<file path="src/logic/prhg_pkg.sv">
// shared constants and types of the physical rng health gate
// assumes a clocked digitiser feeding one raw bit per valid beat
package prhg_pkg;

	// ---------------------------------------------------------------
	// output word and buffering
	// ---------------------------------------------------------------
	localparam int unsigned PRHG_WORD_W     = 8;
	localparam int unsigned PRHG_FIFO_DEPTH = 16;
	localparam logic [2:0]  PRHG_BIT_LAST   = 3'h7;

	// ---------------------------------------------------------------
	// statistical online test: ones count over a fixed window
	// ---------------------------------------------------------------
	localparam logic [7:0]  PRHG_WIN_LAST   = 8'hFF;   // window of 256 bits
	localparam logic [8:0]  PRHG_ONES_MIN   = 9'h060;  // 96 ones lowest tolerable
	localparam logic [8:0]  PRHG_ONES_MAX   = 9'h0A0;  // 160 ones highest tolerable

	// ---------------------------------------------------------------
	// total failure test: run of identical bits
	// ---------------------------------------------------------------
	localparam logic [5:0]  PRHG_STUCK_LIMIT = 6'h20;  // 32 equal bits count as dead

	// entropy bound per bit, in thousandths (quality target of the source)
	localparam int unsigned PRHG_ENTROPY_PERMILLE = 997;

	// ---------------------------------------------------------------
	// gate states and status carrier
	// ---------------------------------------------------------------
	typedef enum logic [1:0] {
		PRHG_ST_START = 2'b00,
		PRHG_ST_RUN   = 2'b01,
		PRHG_ST_FAIL  = 2'b10
	} prhg_state_type;

	typedef struct packed {
		logic pending;
		logic valid;
		logic fail_total;
		logic fail_stat;
	} prhg_status_type;

endpackage

</file>
<file path="src/logic/prhg_top.sv">
// health gate of the physical rng with its output fifo
// assumes digitiser and consumer run on clk_i; reset synchronous active high
`timescale 1ns/1ps

// ---------------------------------------------------------------
// word fifo between assembler and consumer
// ---------------------------------------------------------------
module prhg_fifo #(
	parameter int unsigned WIDTH = 8,
	parameter int unsigned DEPTH = 16
) (
	// clock and reset
	input  wire logic             clk_i,
	input  wire logic             sys_rst_i,
	// discard all contents
	input  wire logic             flush_i,
	// fill side
	input  wire logic             in_valid_i,
	input  wire logic [WIDTH-1:0] in_data_i,
	output wire logic             in_ready_o,
	// drain side
	output wire logic             out_valid_o,
	output wire logic [WIDTH-1:0] out_data_o,
	input  wire logic             out_ready_i
);
	localparam int unsigned AW = $clog2(DEPTH);
	localparam logic [AW-1:0] PTR_ONE = AW'(1);
	localparam logic [AW:0]   CNT_ONE = (AW+1)'(1);
	localparam logic [AW:0]   CNT_FULL = (AW+1)'(DEPTH);

	logic [WIDTH-1:0] mem_q [DEPTH];
	logic [AW-1:0]    wr_q;
	logic [AW-1:0]    rd_q;
	logic [AW:0]      cnt_q;
	logic [AW:0]      cnt_d;
	wire  logic       push;
	wire  logic       pop;

	// handshakes and occupancy
	assign in_ready_o  = (cnt_q != CNT_FULL);
	assign out_valid_o = (cnt_q != '0);
	assign out_data_o  = mem_q[rd_q];
	assign push        = in_valid_i & in_ready_o;
	assign pop         = out_valid_o & out_ready_i;

	// next occupancy
	always_comb begin
		cnt_d = cnt_q;
		if (push && !pop) begin
			cnt_d = cnt_q + CNT_ONE;
		end else if (pop && !push) begin
			cnt_d = cnt_q - CNT_ONE;
		end
	end

	// pointers and count
	always_ff @(posedge clk_i) begin
		if (sys_rst_i || flush_i) begin
			wr_q  <= '0;
			rd_q  <= '0;
			cnt_q <= '0;
		end else begin
			if (push) wr_q <= wr_q + PTR_ONE;
			if (pop) rd_q <= rd_q + PTR_ONE;
			cnt_q <= cnt_d;
		end
	end

	// storage, data only
	always_ff @(posedge clk_i) begin
		if (push) begin
			mem_q[wr_q] <= in_data_i;
		end
	end
endmodule

// ---------------------------------------------------------------
// health gate top
// ---------------------------------------------------------------
module prhg_top
	import prhg_pkg::*;
(
	// clock and reset
	input  wire logic                   clk_i,
	input  wire logic                   sys_rst_i,
	// digitised noise output of the entropy source
	input  wire logic                   raw_bit_i,
	input  wire logic                   raw_valid_i,
	output wire logic                   raw_ready_o,
	// random words to the processor
	output wire logic [PRHG_WORD_W-1:0] rnd_data_o,
	output wire logic                   rnd_valid_o,
	input  wire logic                   rnd_ready_i,
	// rerun the start-up test
	input  wire logic                   restart_i,
	// gate status
	output wire prhg_status_type        status_o
);
	prhg_state_type   state_q;
	prhg_state_type   state_d;
	logic             last_bit_q;
	logic [5:0]       run_cnt_q;
	logic [5:0]       run_cnt_d;
	logic [7:0]       win_cnt_q;
	logic [8:0]       ones_q;
	logic             fail_total_q;
	logic             fail_stat_q;
	logic [6:0]       shift_q;
	logic [2:0]       bit_idx_q;

	wire  logic                   bit_take;
	wire  logic                   same_bit;
	wire  logic                   stuck_hit;
	wire  logic                   win_end;
	wire  logic [8:0]             ones_final;
	wire  logic                   stat_bad;
	wire  logic                   stat_pass;
	wire  logic                   fail_now;
	wire  logic                   in_run;
	wire  logic                   word_done;
	wire  logic                   push_word;
	wire  logic [PRHG_WORD_W-1:0] word;
	wire  logic                   fifo_in_ready;
	wire  logic                   fifo_out_valid;
	wire  logic                   fifo_flush;

	// ---------------------------------------------------------------
	// raw bit intake
	// ---------------------------------------------------------------
	assign in_run    = (state_q == PRHG_ST_RUN);
	assign word_done = in_run && (bit_idx_q == PRHG_BIT_LAST);
	// stall the source only when a finished word has nowhere to go
	assign raw_ready_o = !(word_done && !fifo_in_ready);
	assign bit_take    = raw_valid_i & raw_ready_o;

	// ---------------------------------------------------------------
	// total failure test: run length of equal bits
	// ---------------------------------------------------------------
	assign same_bit  = (run_cnt_q != 6'h00) && (raw_bit_i == last_bit_q);
	assign stuck_hit = bit_take && same_bit && (run_cnt_q == PRHG_STUCK_LIMIT - 6'h01);

	// saturating run counter
	assign run_cnt_d = !same_bit ? 6'h01 :
		(run_cnt_q == PRHG_STUCK_LIMIT) ? run_cnt_q : run_cnt_q + 6'h01;

	// ---------------------------------------------------------------
	// statistical online test: ones per window
	// ---------------------------------------------------------------
	assign win_end    = bit_take && (win_cnt_q == PRHG_WIN_LAST);
	assign ones_final = ones_q + {8'h00, raw_bit_i};
	assign stat_bad   = win_end && ((ones_final < PRHG_ONES_MIN) || (ones_final > PRHG_ONES_MAX));
	assign stat_pass  = win_end && !stat_bad;
	assign fail_now   = stuck_hit || stat_bad;

	// ---------------------------------------------------------------
	// gate state: failure beats restart, pass opens output
	// ---------------------------------------------------------------
	always_comb begin
		state_d = state_q;
		case (state_q)
			PRHG_ST_START: begin
				if (fail_now) begin
					state_d = PRHG_ST_FAIL;
				end else if (restart_i) begin
					state_d = PRHG_ST_START;
				end else if (stat_pass) begin
					state_d = PRHG_ST_RUN;
				end
			end
			PRHG_ST_RUN: begin
				if (fail_now) begin
					state_d = PRHG_ST_FAIL;
				end else if (restart_i) begin
					state_d = PRHG_ST_START;
				end
			end
			PRHG_ST_FAIL: begin
				if (restart_i && !fail_now) begin
					state_d = PRHG_ST_START;
				end
			end
			default: begin
				state_d = PRHG_ST_FAIL;
			end
		endcase
	end

	// state and sticky failure flags, set wins over restart
	always_ff @(posedge clk_i) begin
		if (sys_rst_i) begin
			state_q      <= PRHG_ST_START;
			fail_total_q <= 1'b0;
			fail_stat_q  <= 1'b0;
		end else begin
			state_q      <= state_d;
			fail_total_q <= (fail_total_q & !restart_i) | stuck_hit;
			fail_stat_q  <= (fail_stat_q & !restart_i) | stat_bad;
		end
	end

	// test counters run on every accepted bit, in every state
	always_ff @(posedge clk_i) begin
		if (sys_rst_i || restart_i) begin
			last_bit_q <= 1'b0;
			run_cnt_q  <= 6'h00;
			win_cnt_q  <= 8'h00;
			ones_q     <= 9'h000;
		end else if (bit_take) begin
			last_bit_q <= raw_bit_i;
			run_cnt_q  <= run_cnt_d;
			win_cnt_q  <= win_cnt_q + 8'h01;
			ones_q     <= win_end ? 9'h000 : ones_final;
		end
	end

	// ---------------------------------------------------------------
	// word assembly of raw bits, no conditioning
	// ---------------------------------------------------------------
	assign word      = {shift_q, raw_bit_i};
	assign push_word = bit_take && word_done && !fail_now;

	// shift register restarts whenever the gate is not open
	always_ff @(posedge clk_i) begin
		if (sys_rst_i || !in_run || fail_now) begin
			shift_q   <= 7'h00;
			bit_idx_q <= 3'h0;
		end else if (bit_take) begin
			shift_q   <= word[6:0];
			bit_idx_q <= bit_idx_q + 3'h1;
		end
	end

	// ---------------------------------------------------------------
	// output buffer, emptied when the gate closes
	// ---------------------------------------------------------------
	assign fifo_flush = !in_run || fail_now;

	prhg_fifo #(
		.WIDTH (PRHG_WORD_W),
		.DEPTH (PRHG_FIFO_DEPTH)
	) u_fifo (
		.clk_i       (clk_i),
		.sys_rst_i   (sys_rst_i),
		.flush_i     (fifo_flush),
		.in_valid_i  (push_word),
		.in_data_i   (word),
		.in_ready_o  (fifo_in_ready),
		.out_valid_o (fifo_out_valid),
		.out_data_o  (rnd_data_o),
		.out_ready_i (rnd_ready_i)
	);

	// delivery only while the gate is open
	assign rnd_valid_o = fifo_out_valid && in_run && !fail_now;

	// status view for the processor
	assign status_o.pending    = (state_q == PRHG_ST_START);
	assign status_o.valid      = in_run;
	assign status_o.fail_total = fail_total_q;
	assign status_o.fail_stat  = fail_stat_q;
endmodule

</file>
<file path="config.mk">
export PLATFORM = sky130hd
export DESIGN_NAME = prhg_top
export DESIGN_NICKNAME = d
export VERILOG_FILES = /design/src/logic/prhg_pkg.sv /design/src/logic/prhg_top.sv
export SDC_FILE = /design/constraint.sdc
export NUM_CORES = 1
export LEC_CHECK = 0
export BUFFER_PORTS_ARGS = -buffer_cell sky130_fd_sc_hd__buf_2
export CORE_AREA = 3 3 158 99
export DETAILED_ROUTE_END_ITERATION = 10
export DIE_AREA = 0 0 161 102
export GPL_TIMING_DRIVEN = 1
export PLACE_DENSITY = 0.74
export SLEW_MARGIN = 20
export SYNTH_ARGS = -nofsm -noshare
export SYNTH_HDL_FRONTEND = slang
export SYNTH_SLANG_ARGS = --single-unit
</file>
<file path="constraint.sdc">
create_clock -name clk_i -period 4.88 [get_ports clk_i]
set_input_delay 1.22 -clock clk_i [delete_from_list [all_inputs] [get_ports clk_i]]
set_output_delay 1.22 -clock clk_i [all_outputs]
set_load 0.01 [all_outputs]
</file>
## Yosys cells after proc, flatten, opt, wreduce, memory -nomap -nowiden

Memories as Yosys holds them, arrays and structs flattened. A register that Yosys moved wholly into a read port is not among the register bits.
Index checks and enable logic that the tools add are counted.

- Bits in registers: 51
- RAM bits: 128
- Input port bits: 6
- Output and inout bits: 14
- Word-level logic and storage cells: 94
- Memories: 1

- Add/subtract/negate cells: 8
- $lt $le $gt $ge: 2
- Equality and inequality tests: 12
- Mux-type cells: 16
- Bitwise logic cells: 7
- Reductions and logical operators: 36

Memories:

| memory | words | bits a word | rd ports | clocked after memory_dff | wr ports | RTL line | RTL |
|---|---|---|---|---|---|---|---|
| u_fifo.mem_q | 16 | 8 | 1 | 1 | 1 | prhg_top.sv:31 | `logic [WIDTH-1:0] mem_q [DEPTH];` |

Operators by type and width:

| kind | count |
|---|---|
| $logic_and A1 B1 Y1 | 15 |
| $mux W2 | 6 |
| $mux W6 | 2 |
| $mux W5 | 2 |
| $add A9 B1 Y9 | 1 |
| $gt A9 B8 Y1 const B | 1 |
| $lt A9 B7 Y1 const B | 1 |
| $mux W9 | 1 |
| $add A4 B1 Y4 const B | 2 |
| $add A8 B1 Y8 const B | 1 |
| $eq A8 B8 Y1 const B | 1 |
| $logic_not A1 Y1 | 8 |
| $mux W4 | 2 |
| $logic_or A1 B1 Y1 | 7 |
| $add A6 B1 Y6 const B | 1 |
| $eq A6 B5 Y1 const B | 1 |
| $eq A6 B6 Y1 const B | 1 |
| $pmux W2 S3 | 1 |
| $reduce_bool A6 Y1 | 1 |
| $add A5 B1 Y5 const B | 1 |
| $and A1 B1 Y1 | 5 |
| $ne A5 B5 Y1 const B | 1 |
| $reduce_bool A5 Y1 | 1 |
| $sub A5 B1 Y5 const B | 1 |
| 14 further kinds | 17 |

## Depth between registers and ports, before layout

Gate-level depths: netlist (run 1).

- Depth after elaboration: 15
- Gate-level depth with buffers: 20
- Gate-level depth less buffers: 17

## Hierarchy

A second synthesis (run 1) with hierarchy kept.

- Cells, all modules: 562
- Area, all modules: 7860.0 µm²

By module, submodules not included:

| module | times used | cells an instance | area each (µm²) | seq. area each (µm²) |
|---|---|---|---|---|
| prhg_fifo | 1 | 310 | 5776.8 | 4184.0 |
| prhg_top | 1 | 252 | 2083.2 | 760.7 |

## Worst setup path before layout (run 1)

No wires, ideal clock.

- Kind: input to register
- From: input port raw_bit_i
- To: register u_fifo.cnt_q[4]
- Setup time: 0.141 ns
- Arrival: 4.820 ns
- Required time: 4.739 ns
- Setup slack: -0.080 ns
- Cell stages on the path: 20
- Path buffers: 3
- Cells stage by stage: ha_1 -> ha_1 -> buf_2 -> and3_1 -> and3_1 -> buf_2 -> a2111o_1 -> a2111oi_4 -> o21bai_2 -> buf_6 -> inv_1 -> ha_1 -> inv_1 -> ha_1 -> nor2b_1 -> o21a_1 -> or3_1 -> a21oi_1 -> xnor2_1 -> nor3_1

- Longest elaborated chain between the ends: 11
- Elaborated cells between the ends (all ways): 20
- Those cells by class: add/sub: 1; order compare: 2; eq/ne: 1; mux: 1; bitwise: 1; reduce/logical: 14

Ends and longest elaborated chain:

| element | RTL line | RTL |
|---|---|---|
| from (decl) | prhg_top.sv:87 | `input wire logic raw_bit_i,` |
| $add A9 B1 Y9 / $eq A1 B1 Y1 (equally long branches) | prhg_top.sv:150, prhg_top.sv:139 |  |
| $lt A9 B7 Y1 (tied with other cells) | prhg_top.sv:151 | `assign stat_bad = win_end && ((ones_final < PRHG_ONES_MIN) \|\| (ones_final > PRHG_ONES_MAX));` |
| $logic_or A1 B1 Y1 / $logic_and A1 B1 Y1 (equally long branches) | prhg_top.sv:151, prhg_top.sv:140 |  |
| $logic_and A1 B1 Y1, on equally long branches | prhg_top.sv:151, prhg_top.sv:140 |  |
| $logic_or A1 B1 Y1 * | prhg_top.sv:153 | `assign fail_now = stuck_hit \|\| stat_bad;` |
| $logic_not A1 Y1 * | prhg_top.sv:220 | `assign push_word = bit_take && word_done && !fail_now;` |
| $logic_and A1 B1 Y1 * | prhg_top.sv:220 |  |
| $and A1 B1 Y1 * | prhg_top.sv:43 | `assign push = in_valid_i & in_ready_o;` |
| via u_fifo.push | prhg_top.sv:36 | `wire logic push;` |
| $logic_not A1 Y1 | prhg_top.sv:51 | `end else if (pop && !push) begin` |
| $logic_and A1 B1 Y1 | prhg_top.sv:51 |  |
| $reduce_bool A2 Y1 (no source line) | n/a |  |
| to (signal assigned) | prhg_top.sv:65 | `cnt_q <= cnt_d;` |
| to (decl) | prhg_top.sv:34 | `logic [AW:0] cnt_q;` |

The timed path passes the listed nets; every way through them passes the cells marked *.
A chain may end at the register's enable or synchronous reset.

## Final worst setup path (run 1)

- From: input port raw_bit_i
- To: output port rnd_valid_o

- Longest elaborated chain between the ends: 7
- Elaborated cells between the ends (all ways): 12
- Those cells by class: add/sub: 1; order compare: 2; eq/ne: 1; reduce/logical: 8

Ends and longest elaborated chain:

| element | RTL line | RTL |
|---|---|---|
| $add A9 B1 Y9 / $eq A1 B1 Y1 (equally long branches) | prhg_top.sv:150, prhg_top.sv:139 |  |
| $lt A9 B7 Y1 (tied with other cells) | prhg_top.sv:151 |  |
| $logic_or A1 B1 Y1 / $logic_and A1 B1 Y1 (equally long branches) | prhg_top.sv:151, prhg_top.sv:140 |  |
| $logic_and A1 B1 Y1, on equally long branches | prhg_top.sv:151, prhg_top.sv:140 |  |
| $logic_or A1 B1 Y1 * | prhg_top.sv:153 |  |
| $logic_not A1 Y1 * | prhg_top.sv:254 | `assign rnd_valid_o = fifo_out_valid && in_run && !fail_now;` |
| $logic_and A1 B1 Y1 * | prhg_top.sv:254 |  |
| to (decl) | prhg_top.sv:92 | `output wire logic rnd_valid_o,` |

Every way passes the cells marked *; elsewhere a longest branch is shown, timed or not.

==> results of run 1 <==
[registers in the layout (all words and copies together) (netlist names), named ones only]
| name | count |
|---|---|
| u_fifo.mem_q | 128 |
| fail_total_q | 1 |
| state_q | 2 |
| run_cnt_q | 6 |
| bit_idx_q | 3 |
| u_fifo.wr_q | 4 |
| win_cnt_q | 8 |
| shift_q | 7 |
| ones_q | 9 |
| last_bit_q | 1 |
| u_fifo.rd_q | 4 |
| u_fifo.cnt_q | 5 |
| fail_stat_q | 1 |
[final cells by class]
cell class                 instances  share of cell area, %
sequential                       183                   55.7
multi-input combinational        314                   30.8
clock buffer                      19                   4.88
timing repair buffer              52                   3.86
tap                              198                   2.79
clock inverter                    13                   1.38
inverter                          14                  0.620
[final timing paths]
check	start	end	slack (ps)	depth (start not counted)
max reg2reg	ones_q[0]	u_fifo.cnt_q[4]	920	18
min	bit_idx_q[1]	bit_idx_q[1]	460	2
min reg2reg	bit_idx_q[1]	bit_idx_q[1]	460	2
max	raw_bit_i	rnd_valid_o	120	10
[cells in the final DEF, fill, tap and decap left out, drive strengths merged, types with 13 or more instances in the layout]
cell type,n
nor2,35
nand2,40
a21oi,30
buf,52
ha,17
nand3,23
xor2,13
mux4,40
nor3,27
inv,17
o21ai,15
dfxtp,55
clkbuf,19
edfxtp,128
[metrics by stage]
stage | hold WS, ps | instances | setup WS [ps] | cell area (sq um) | util (%)
floorplan | 436 | 545 | 60.5 | 7880 | -
global placement | 442 | 760 | 130 | 8320 | 58.2
detailed placement | 452 | 760 | 25.7 | 8320 | 58.2
CTS | 462 | 792 | 2.00 | 8870 | 62.1
global route | 490 | 793 | 10.1 | 8880 | 62.1
finish | 459 | 793 | 124 | 8880 | 62.1
[power groups by stage]
| stage | Combinational (uW) | Sequential [uW] | Clock, uW |
|---|---|---|---|
| 6_report | 31.5 | 1640 | 1290 |
| 5_1_grt | 34.3 | 1640 | 1370 |
| 4_1_cts | 30.9 | 1640 | 1310 |
| 3_5_place_dp | 30.7 | 1680 | 0 |
| 3_3_place_gp | 28.8 | 1680 | 0 |
| 2_1_floorplan | 18.3 | 1680 | 0 |
[repair_timing]
item,4_1_cts,5_1_grt
hold endpoints to repair,0,0
buffers inserted,0,1
setup endpoints to repair,0,1
hold buffers,0,0
[worst max-delay path, cell delays in order]
cell       delay, ps
buf_2            110
ha_2             210
ha_2             280
nor2_1           220
nand4b_1         120
a2111o_1         470
a2111oi_4        420
nor2_1           130
nor3_1           200
buf_2            160
[kinds of logic (layout without fill, tap and decap cells)]
| family | count (synthesis) | after routing | share of synthesized area [%] |
|---|---|---|---|
| AO/OA/AOI/OAI | 63 | 63 | 5.14 |
| XOR/XNOR | 24 | 24 | 2.69 |
| adder cells (fa/ha/maj) | 18 | 18 | 2.98 |
| buffers and inverters | 48 | 98 | 2.72 |
| flip-flops | 183 | 183 | 63.2 |
| multiplexers | 42 | 42 | 11.8 |
| AND/OR/NAND/NOR | 167 | 167 | 11.5 |
[per-layer routing]
layer  global-route usage (%)  vias up
met5                        0        -
met4                     3.37        0
met3                     5.75        8
met2                     32.2      187
met1                     32.6     2357
li1                         -     2139
==> results.json, run 1 <==
{
  "synthTopCellsByArea": "edfxtp_1 (49%), dfxtp_1 (14%), mux4_2 (12%)",
  "drt-met1-wl_mm": 7.91,
  "dr_wl_met2_mm": 7.25,
  "yosysTopAreaCellShare_pct": 49.1,
  "startpoint_type": "input port",
  "worst_hold_path_type": "reg2reg",
  "combinationalPowerShare_pct": 1.1,
  "ys_warn_count": 0,
  "ant_nets": 0,
  "internal-power_uw": 2360,
  "yosysTopAreaCell": "edfxtp_1",
  "drv_slew": 0,
  "n_antenna_cell": 0,
  "cts-root-buf": "clkbuf_16",
  "syn_area_per_cell_sq_um": 14.4,
  "start_util_pct": 54.7,
  "pwr-share-seq_pct": 55.5,
  "dieArea_sq_um": 16400,
  "worst_clock_skew_ps": 12.2,
  "grt_max_degree": 33,
  "wl_per_cell_um": 20.8,
  "dp_hpwl_mm": 10.7,
  "grt_usage_pct": 21.5,
  "arrival_ps": 3540,
  "rsz0062_at_grt": "no",
  "gp_congestion": 0.838,
  "die_h_um": 102,
  "fillCellCount": 1056,
  "top_layer_used": "met4",
  "finalSetupTns_ps": 0,
  "power_frac_clock_pct": 43.4,
  "multi_input_area_sq_um": 2730,
  "via_per_inst": 5.92,
  "cp.required_ps": 3660,
  "fmax_ghz": 0.210,
  "regArea_sq_um": 4950,
  "maxCapViolCount": 0,
  "cts_tree": "yes",
  "fp.dieW_um": 161,
  "path_clk_slew_ps": 70,
  "grt_pass1_wl_mm": 26.4,
  "crit_path_max_fanout": 4,
  "antenna_found_initial": 0,
  "grt_pass1_vias": 4521,
  "clk_path_buf_depth": 2,
  "yosysSeqAreaShare_pct": 63.2,
  "cts_made_buffers": 17,
  "io_buffers": 19,
  "htree_levels": 4,
  "io_pins": 20,
  "cp-end-kind": "output port",
  "ys_ff_latch": 183,
  "fin_crit_ps": 4760,
  "synth-main-ff-cell": "edfxtp_1",
  "p_sw_share_pct": 20.3,
  "powerDensity_nw_per_um2": 334,
  "drt-initial-drc-count": 588,
  "syn_to_final_growth_pct": 13.5,
  "worst_pin_slew_ps": 822,
  "via_count": 4691,
  "p_total_uw": 2960,
  "routed_wl_mm": 16.5,
  "clk_latency_ps": 420,
  "drc": 0,
  "cts_resized": 0,
  "drive_gt1_share_pct": 25.7,
  "slew_headroom_pct": 45.1,
  "netlist_area_sq_um": 7820,
  "drt_pass1_iterations": 6,
  "hold_viol_final": 0,
  "met3_length_mm": 1.23,
  "synth.most_common_cell": "edfxtp_1",
  "synth_common_cells": "edfxtp_1 (128), dfxtp_1 (55), mux4_2 (40), nand2_1 (40), nor2_1 (35)",
  "status": "complete, no violations",
  "p_leak_uw": 0.00293,
  "ir_worst_vdd_v": 0.000209,
  "async_flop_share_pct": 0,
  "coreArea_sq_um": 14300,
  "rows": 34,
  "synth_edf_count": 128,
  "fin_crit_sh_pct": 97.5,
  "syn_nets": 569,
  "overflow": 0,
  "synth_cells": 545,
  "finalSetupViolCount": 0,
  "p_sw_uw": 601,
  "clock-sinks": 183,
  "ys_types": 52,
  "critical_path_class": "in2out",
  "num-nets-final": 606
}
Power figures use the tool's default switching activity.
==> run 2, diff against run 1 <==
CORE_AREA = 3 3 157 98   (was 3 3 158 99)
DIE_AREA = 0 0 160 101   (was 0 0 161 102)
PLACE_DENSITY = 0.75   (was 0.74)
==> run 2 against run 1 <==
Against the previous run:
- fmax increased by 3.6%
- register-to-register slack improved by 150 ps
- die area decreased by 1.6%
==> results.json, run 2 (same netlist as run 1, synthesis figures left out) <==
{
  "regMostFlops": "u_fifo.mem_q",
  "cp-end-kind": "output port",
  "cts_resized": 0,
  "combinationalPowerShare_pct": 1.0,
  "cts_hold_buf": 0,
  "drt_pass1_iterations": 4,
  "power_frac_clock_pct": 44.2,
  "antenna_found_initial": 1,
  "p_sw_share_pct": 21.0,
  "p_leak_uw": 0.00294,
  "postCtsSetupRepairBufs": 0,
  "crit_path_max_fanout": 3,
  "crit_chain": "buf_2 -> ha_2 -> ha_2 -> nor2_1 -> nand4b_1 -> a2111o_1 -> a2111oi_4 -> nor2_1 -> nor3_1 -> buf_2",
  "r2r_start": "ones_q[0]",
  "htree_levels": 4,
  "die_h_um": 101,
  "io_buffers": 19,
  "syn_to_final_growth_pct": 13.7,
  "fin_crit_ps": 4590,
  "worst_hold_path_type": "reg2reg",
  "dieArea_sq_um": 16200,
  "ant_nets": 0,
  "worst_clock_skew_ps": 17.0,
  "mostFrequentLayoutCell": "edfxtp_1",
  "ir_worst_vdd_v": 0.000216,
  "grt_pass1_wl_mm": 25.5,
  "top_regs": "u_fifo.mem_q: 128 flops, ones_q: 9 flops, win_cnt_q: 8 flops",
  "drive_gt1_share_pct": 25.9,
  "cts_made_buffers": 17,
  "hold_viol_final": 0,
  "critical_path_class": "in2out",
  "routed_wl_mm": 16.0,
  "num-nets-final": 605,
  "hold_slack_ps": 464,
  "path_clk_slew_ps": 70,
  "n_antenna_cell": 0,
  "grt_usage_pct": 21.0,
  "start_util_pct": 55.0,
  "maxCapViolCount": 0,
  "cp-startpoint": "raw_bit_i",
  "worst_pin_slew_ps": 1020,
  "final_cells": 792,
  "arrival_ps": 3370,
  "via_per_inst": 5.90,
  "p_sw_uw": 630,
  "via_count": 4675,
  "crit_buf_inv": 2,
  "clock-sinks": 183,
  "layout_common_cells": "edfxtp_1 (128), dfxtp_1 (54), nand2_1 (40), mux4_2 (40), nor2_1 (35)",
  "drc": 0,
  "startpoint_type": "input port",
  "status": "complete, no violations",
  "coreArea_sq_um": 14200,
  "critPathSlowestCell": "a2111o_1",
  "overflow": 0,
  "cp.required_ps": 3660,
  "fin_crit_sh_pct": 94.1,
  "drt-initial-drc-count": 450,
  "place_area_sq_um": 8310,
  "wl_per_cell_um": 20.3,
  "fin_area_sq_um": 8890,
  "finalSetupViolCount": 0,
  "rsz0062_at_grt": "no",
  "internal-power_uw": 2370,
  "path_delay_family": "compound AO/OA/AOI/OAI gates",
  "powerDensity_nw_per_um2": 337,
  "grt_max_degree": 33,
  "slew_headroom_pct": 32.2,
  "clk_latency_ps": 430,
  "cts-root-buf": "clkbuf_16",
  "dp_cells": 759,
  "dp_hpwl_mm": 10.3,
  "fmax_ghz": 0.218,
  "grt_pass1_vias": 4404,
  "clk_path_buf_depth": 2,
  "drv_slew": 0,
  "pwr-share-seq_pct": 54.8,
  "finalSetupTns_ps": 0,
  "rows": 34,
  "io_pins": 20,
  "hold_start": "bit_idx_q[1]",
  "largest_register_ffs": 128,
  "cpPeakStageDelay_ps": 460,
  "gp_congestion": 0.873,
  "fp.dieW_um": 160,
  "cts_tree": "yes"
}
[run 2: final cells by class]
type | instances | area (sq um)
Clock buffer | 17 | 425
Clock inverter | 15 | 143
Fill cell | 1034 | 5320
Inverter | 14 | 55.1
Multi-Input combinational cell | 314 | 2740
Sequential cell | 183 | 4950
Tap cell | 198 | 248
Timing Repair Buffer | 51 | 335
[run 2: routing by layer]
metal	global-route usage (%)	share of wire [%]	vias up	routed length (um)
li1	-	-	2126	-
met1	31.0	47	2387	7550
met2	30.3	45	145	7170
met3	6.44	6.9	17	1110
met4	6.20	1.3	0	211
met5	0	0	-	0
[run 2: final timing paths]
kind	end	slack (ps)	cells past startpoint
min	bit_idx_q[1]	460	2
min reg2reg	bit_idx_q[1]	460	2
max reg2reg	u_fifo.cnt_q[4]	1070	18
max	rnd_valid_o	290	10
[run 2: worst min-delay path, stage by stage, from the launching register on]
cell and delay (ps):
dfxtp_1 320, nand2_1 50, a21oi_1 50
[run 2: power by group through the flow]
stage / clock network, uW / logic, uW / registers (uW)
2_1_floorplan: 0 / 18.3 / 1680
3_3_place_gp: 0 / 28.2 / 1680
3_5_place_dp: 0 / 29.3 / 1680
4_1_cts: 1340 / 29.4 / 1640
5_1_grt: 1400 / 33.0 / 1640
6_report: 1320 / 29.9 / 1640
[run 2: through the flow]
step / utilization, % / total power [uW] / setup slack, ps
floorplan: - / 1700 / 60.5
global placement: 58.5 / 1710 / 122
detailed placement: 58.5 / 1710 / 87.3
CTS: 62.5 / 3010 / 88.5
global route: 62.6 / 3080 / 128
finish: 62.6 / 3000 / 287
==> run 3, diff against run 2 <==
RECOVER_POWER = 50   (was unset)
==> run 3 against run 2 <==
Against the previous run:
- sequential share of layout area up 0.12 points
- clock-buffer cell count stayed put
- highest routed layer unchanged
- largest cell class unchanged
- critical path depth did not move
- clock power hardly changed
==> results.json, run 3 (same netlist as run 1, synthesis figures left out) <==
{
  "status": "complete, no violations",
  "crit_path_max_fanout": 3,
  "top_regs": "u_fifo.mem_q: 128 flops, ones_q: 9 flops, win_cnt_q: 8 flops",
  "io_pins": 20,
  "path_clk_slew_ps": 70,
  "arrival_ps": 3390,
  "finalSetupTns_ps": 0,
  "fin_crit_ps": 4610,
  "maxCapViolCount": 0,
  "wl_per_cell_um": 20.3,
  "layout_common_cells": "edfxtp_1 (128), dfxtp_1 (54), nand2_1 (40), mux4_2 (40), nor2_1 (35)",
  "via_count": 4677,
  "combinationalPowerShare_pct": 1.0,
  "coreArea_sq_um": 14200,
  "drt-met1-wl_mm": 7.57,
  "drive_gt1_share_pct": 24.4,
  "cts-root-buf": "clkbuf_16",
  "p_sw_share_pct": 21.0,
  "grt_usage_pct": 21.0,
  "largest_register_ffs": 128,
  "rrSetupSlack_ps": 970,
  "power_frac_clock_pct": 44.2,
  "finalSetupViolCount": 0,
  "worst_clock_skew_ps": 17.0,
  "p_total_uw": 3000,
  "syn_to_final_growth_pct": 13.4,
  "regArea_sq_um": 4950,
  "p_sw_uw": 631,
  "clk_path_buf_depth": 2,
  "cts_resized": 0,
  "antenna_found_initial": 1,
  "cts_tree": "yes",
  "dieArea_sq_um": 16200,
  "drt-initial-drc-count": 460,
  "dr_wl_met2_mm": 7.16,
  "io_buffers": 19,
  "worst_hold_path.num_cells": 2,
  "grt_max_degree": 33,
  "drt_pass1_iterations": 5,
  "start_util_pct": 55.0,
  "grt_pass1_vias": 4404,
  "fin_crit_sh_pct": 94.6,
  "powerDensity_nw_per_um2": 338,
  "ant_nets": 0,
  "multi_input_area_sq_um": 2740,
  "via_per_inst": 5.91,
  "worst_hold_path_type": "reg2reg",
  "clock-sinks": 183,
  "htree_levels": 4,
  "clk_latency_ps": 430,
  "cp-end-kind": "output port",
  "grt_pass1_wl_mm": 25.5,
  "drc": 0,
  "mostFrequentLayoutCell": "edfxtp_1",
  "regMostFlops": "u_fifo.mem_q",
  "ir_worst_vdd_v": 0.000216,
  "fmax_ghz": 0.217,
  "hold_start": "bit_idx_q[1]",
  "overflow": 0,
  "critPathSlowestCell": "a2111o_1",
  "cp.required_ps": 3660,
  "drv_slew": 0,
  "worst_pin_slew_ps": 1140,
  "critical_path_class": "in2out",
  "cts_made_buffers": 17,
  "r2r-end": "u_fifo.cnt_q[4]",
  "cpPeakStageDelay_ps": 460,
  "pwr-share-seq_pct": 54.8,
  "routed_wl_mm": 16.1,
  "gp_congestion": 0.873,
  "fin_ws_ps": 266,
  "internal-power_uw": 2370,
  "num-nets-final": 605,
  "pre_cts_ws_ps": 87.3,
  "rr_worst_depth": 18,
  "fp.dieW_um": 160,
  "dp_hpwl_mm": 10.3,
  "startpoint_type": "input port",
  "hold_viol_final": 0,
  "fillCellCount": 1043,
  "met3_length_mm": 1.13,
  "n_antenna_cell": 0,
  "rsz0062_at_grt": "no",
  "rows": 34,
  "crit_chain": "clkbuf_1 -> ha_2 -> ha_2 -> nor2_1 -> nand4b_1 -> a2111o_1 -> a2111oi_4 -> nor2_1 -> nor3_1 -> buf_2",
  "whs_endpoint": "bit_idx_q[1]",
  "r2r_start": "ones_q[0]",
  "hold_slack_ps": 464,
  "slew_headroom_pct": 23.9,
  "p_leak_uw": 0.00291,
  "top_layer_used": "met4",
  "die_h_um": 101
}
[run 3: changes by cell type in the layout (fill, tap and decap cells not counted), sizes merged]
| cell | previous run | this run |
|---|---|---|
| buf | 51 | 42 |
| clkbuf | 17 | 26 |
[run 3: worst max path at each step]
stage / from / endpoint / depth (start not counted)
2_1_floorplan: raw_bit_i / u_fifo.cnt_q[4] / 20
3_3_place_gp: raw_bit_i / rnd_valid_o / 10
3_5_place_dp: raw_bit_i / u_fifo.cnt_q[4] / 18
4_1_cts: raw_bit_i / rnd_valid_o / 10
5_1_grt: raw_bit_i / rnd_valid_o / 10
6_report: raw_bit_i / rnd_valid_o / 10
[run 3: layout make-up]
| class | count | share of cell area, % |
|---|---|---|
| timing repair buffer | 51 | 3.57 |
| clock inverter | 15 | 1.61 |
| tap | 198 | 2.79 |
| clock buffer | 17 | 4.80 |
| inverter | 14 | 0.621 |
| sequential | 183 | 55.8 |
| multi-input combinational | 314 | 30.9 |
[run 3: routing by layer]
layer / vias up / track usage [%]
li1: 2128 / -
met5: - / 0
met1: 2380 / 31.0
met3: 17 / 6.44
met2: 152 / 30.3
met4: 0 / 6.20
[run 3: power groups by stage]
stage	registers, uW	logic (uW)	clock network, uW
finish	1640	29.4	1320
global route	1640	32.5	1400
CTS	1640	29.4	1340
detailed placement	1680	29.3	0
global placement	1680	28.2	0
floorplan	1680	18.3	0
[run 3: timing repair]
action | 4_1_cts | 5_1_grt
hold buffers | 0 | 0
buffers inserted | 0 | 1
setup endpoints to repair | 0 | 1
[run 3: stage by stage]
step / instance area [sq um] / instances / utilization, %
2_1_floorplan: 7880 / 545 / -
3_3_place_gp: 8310 / 759 / 58.5
3_5_place_dp: 8310 / 759 / 58.5
4_1_cts: 8880 / 791 / 62.5
5_1_grt: 8870 / 792 / 62.4
6_report: 8870 / 792 / 62.4
[run 3: critical path, delay by kind of cell]
kind                     cells  cell delay, ps
AO/OA/AOI/OAI                2             810
adder cells (fa/ha/maj)      2             500
buffers and inverters        2             260
AND/OR/NAND/NOR              4             610
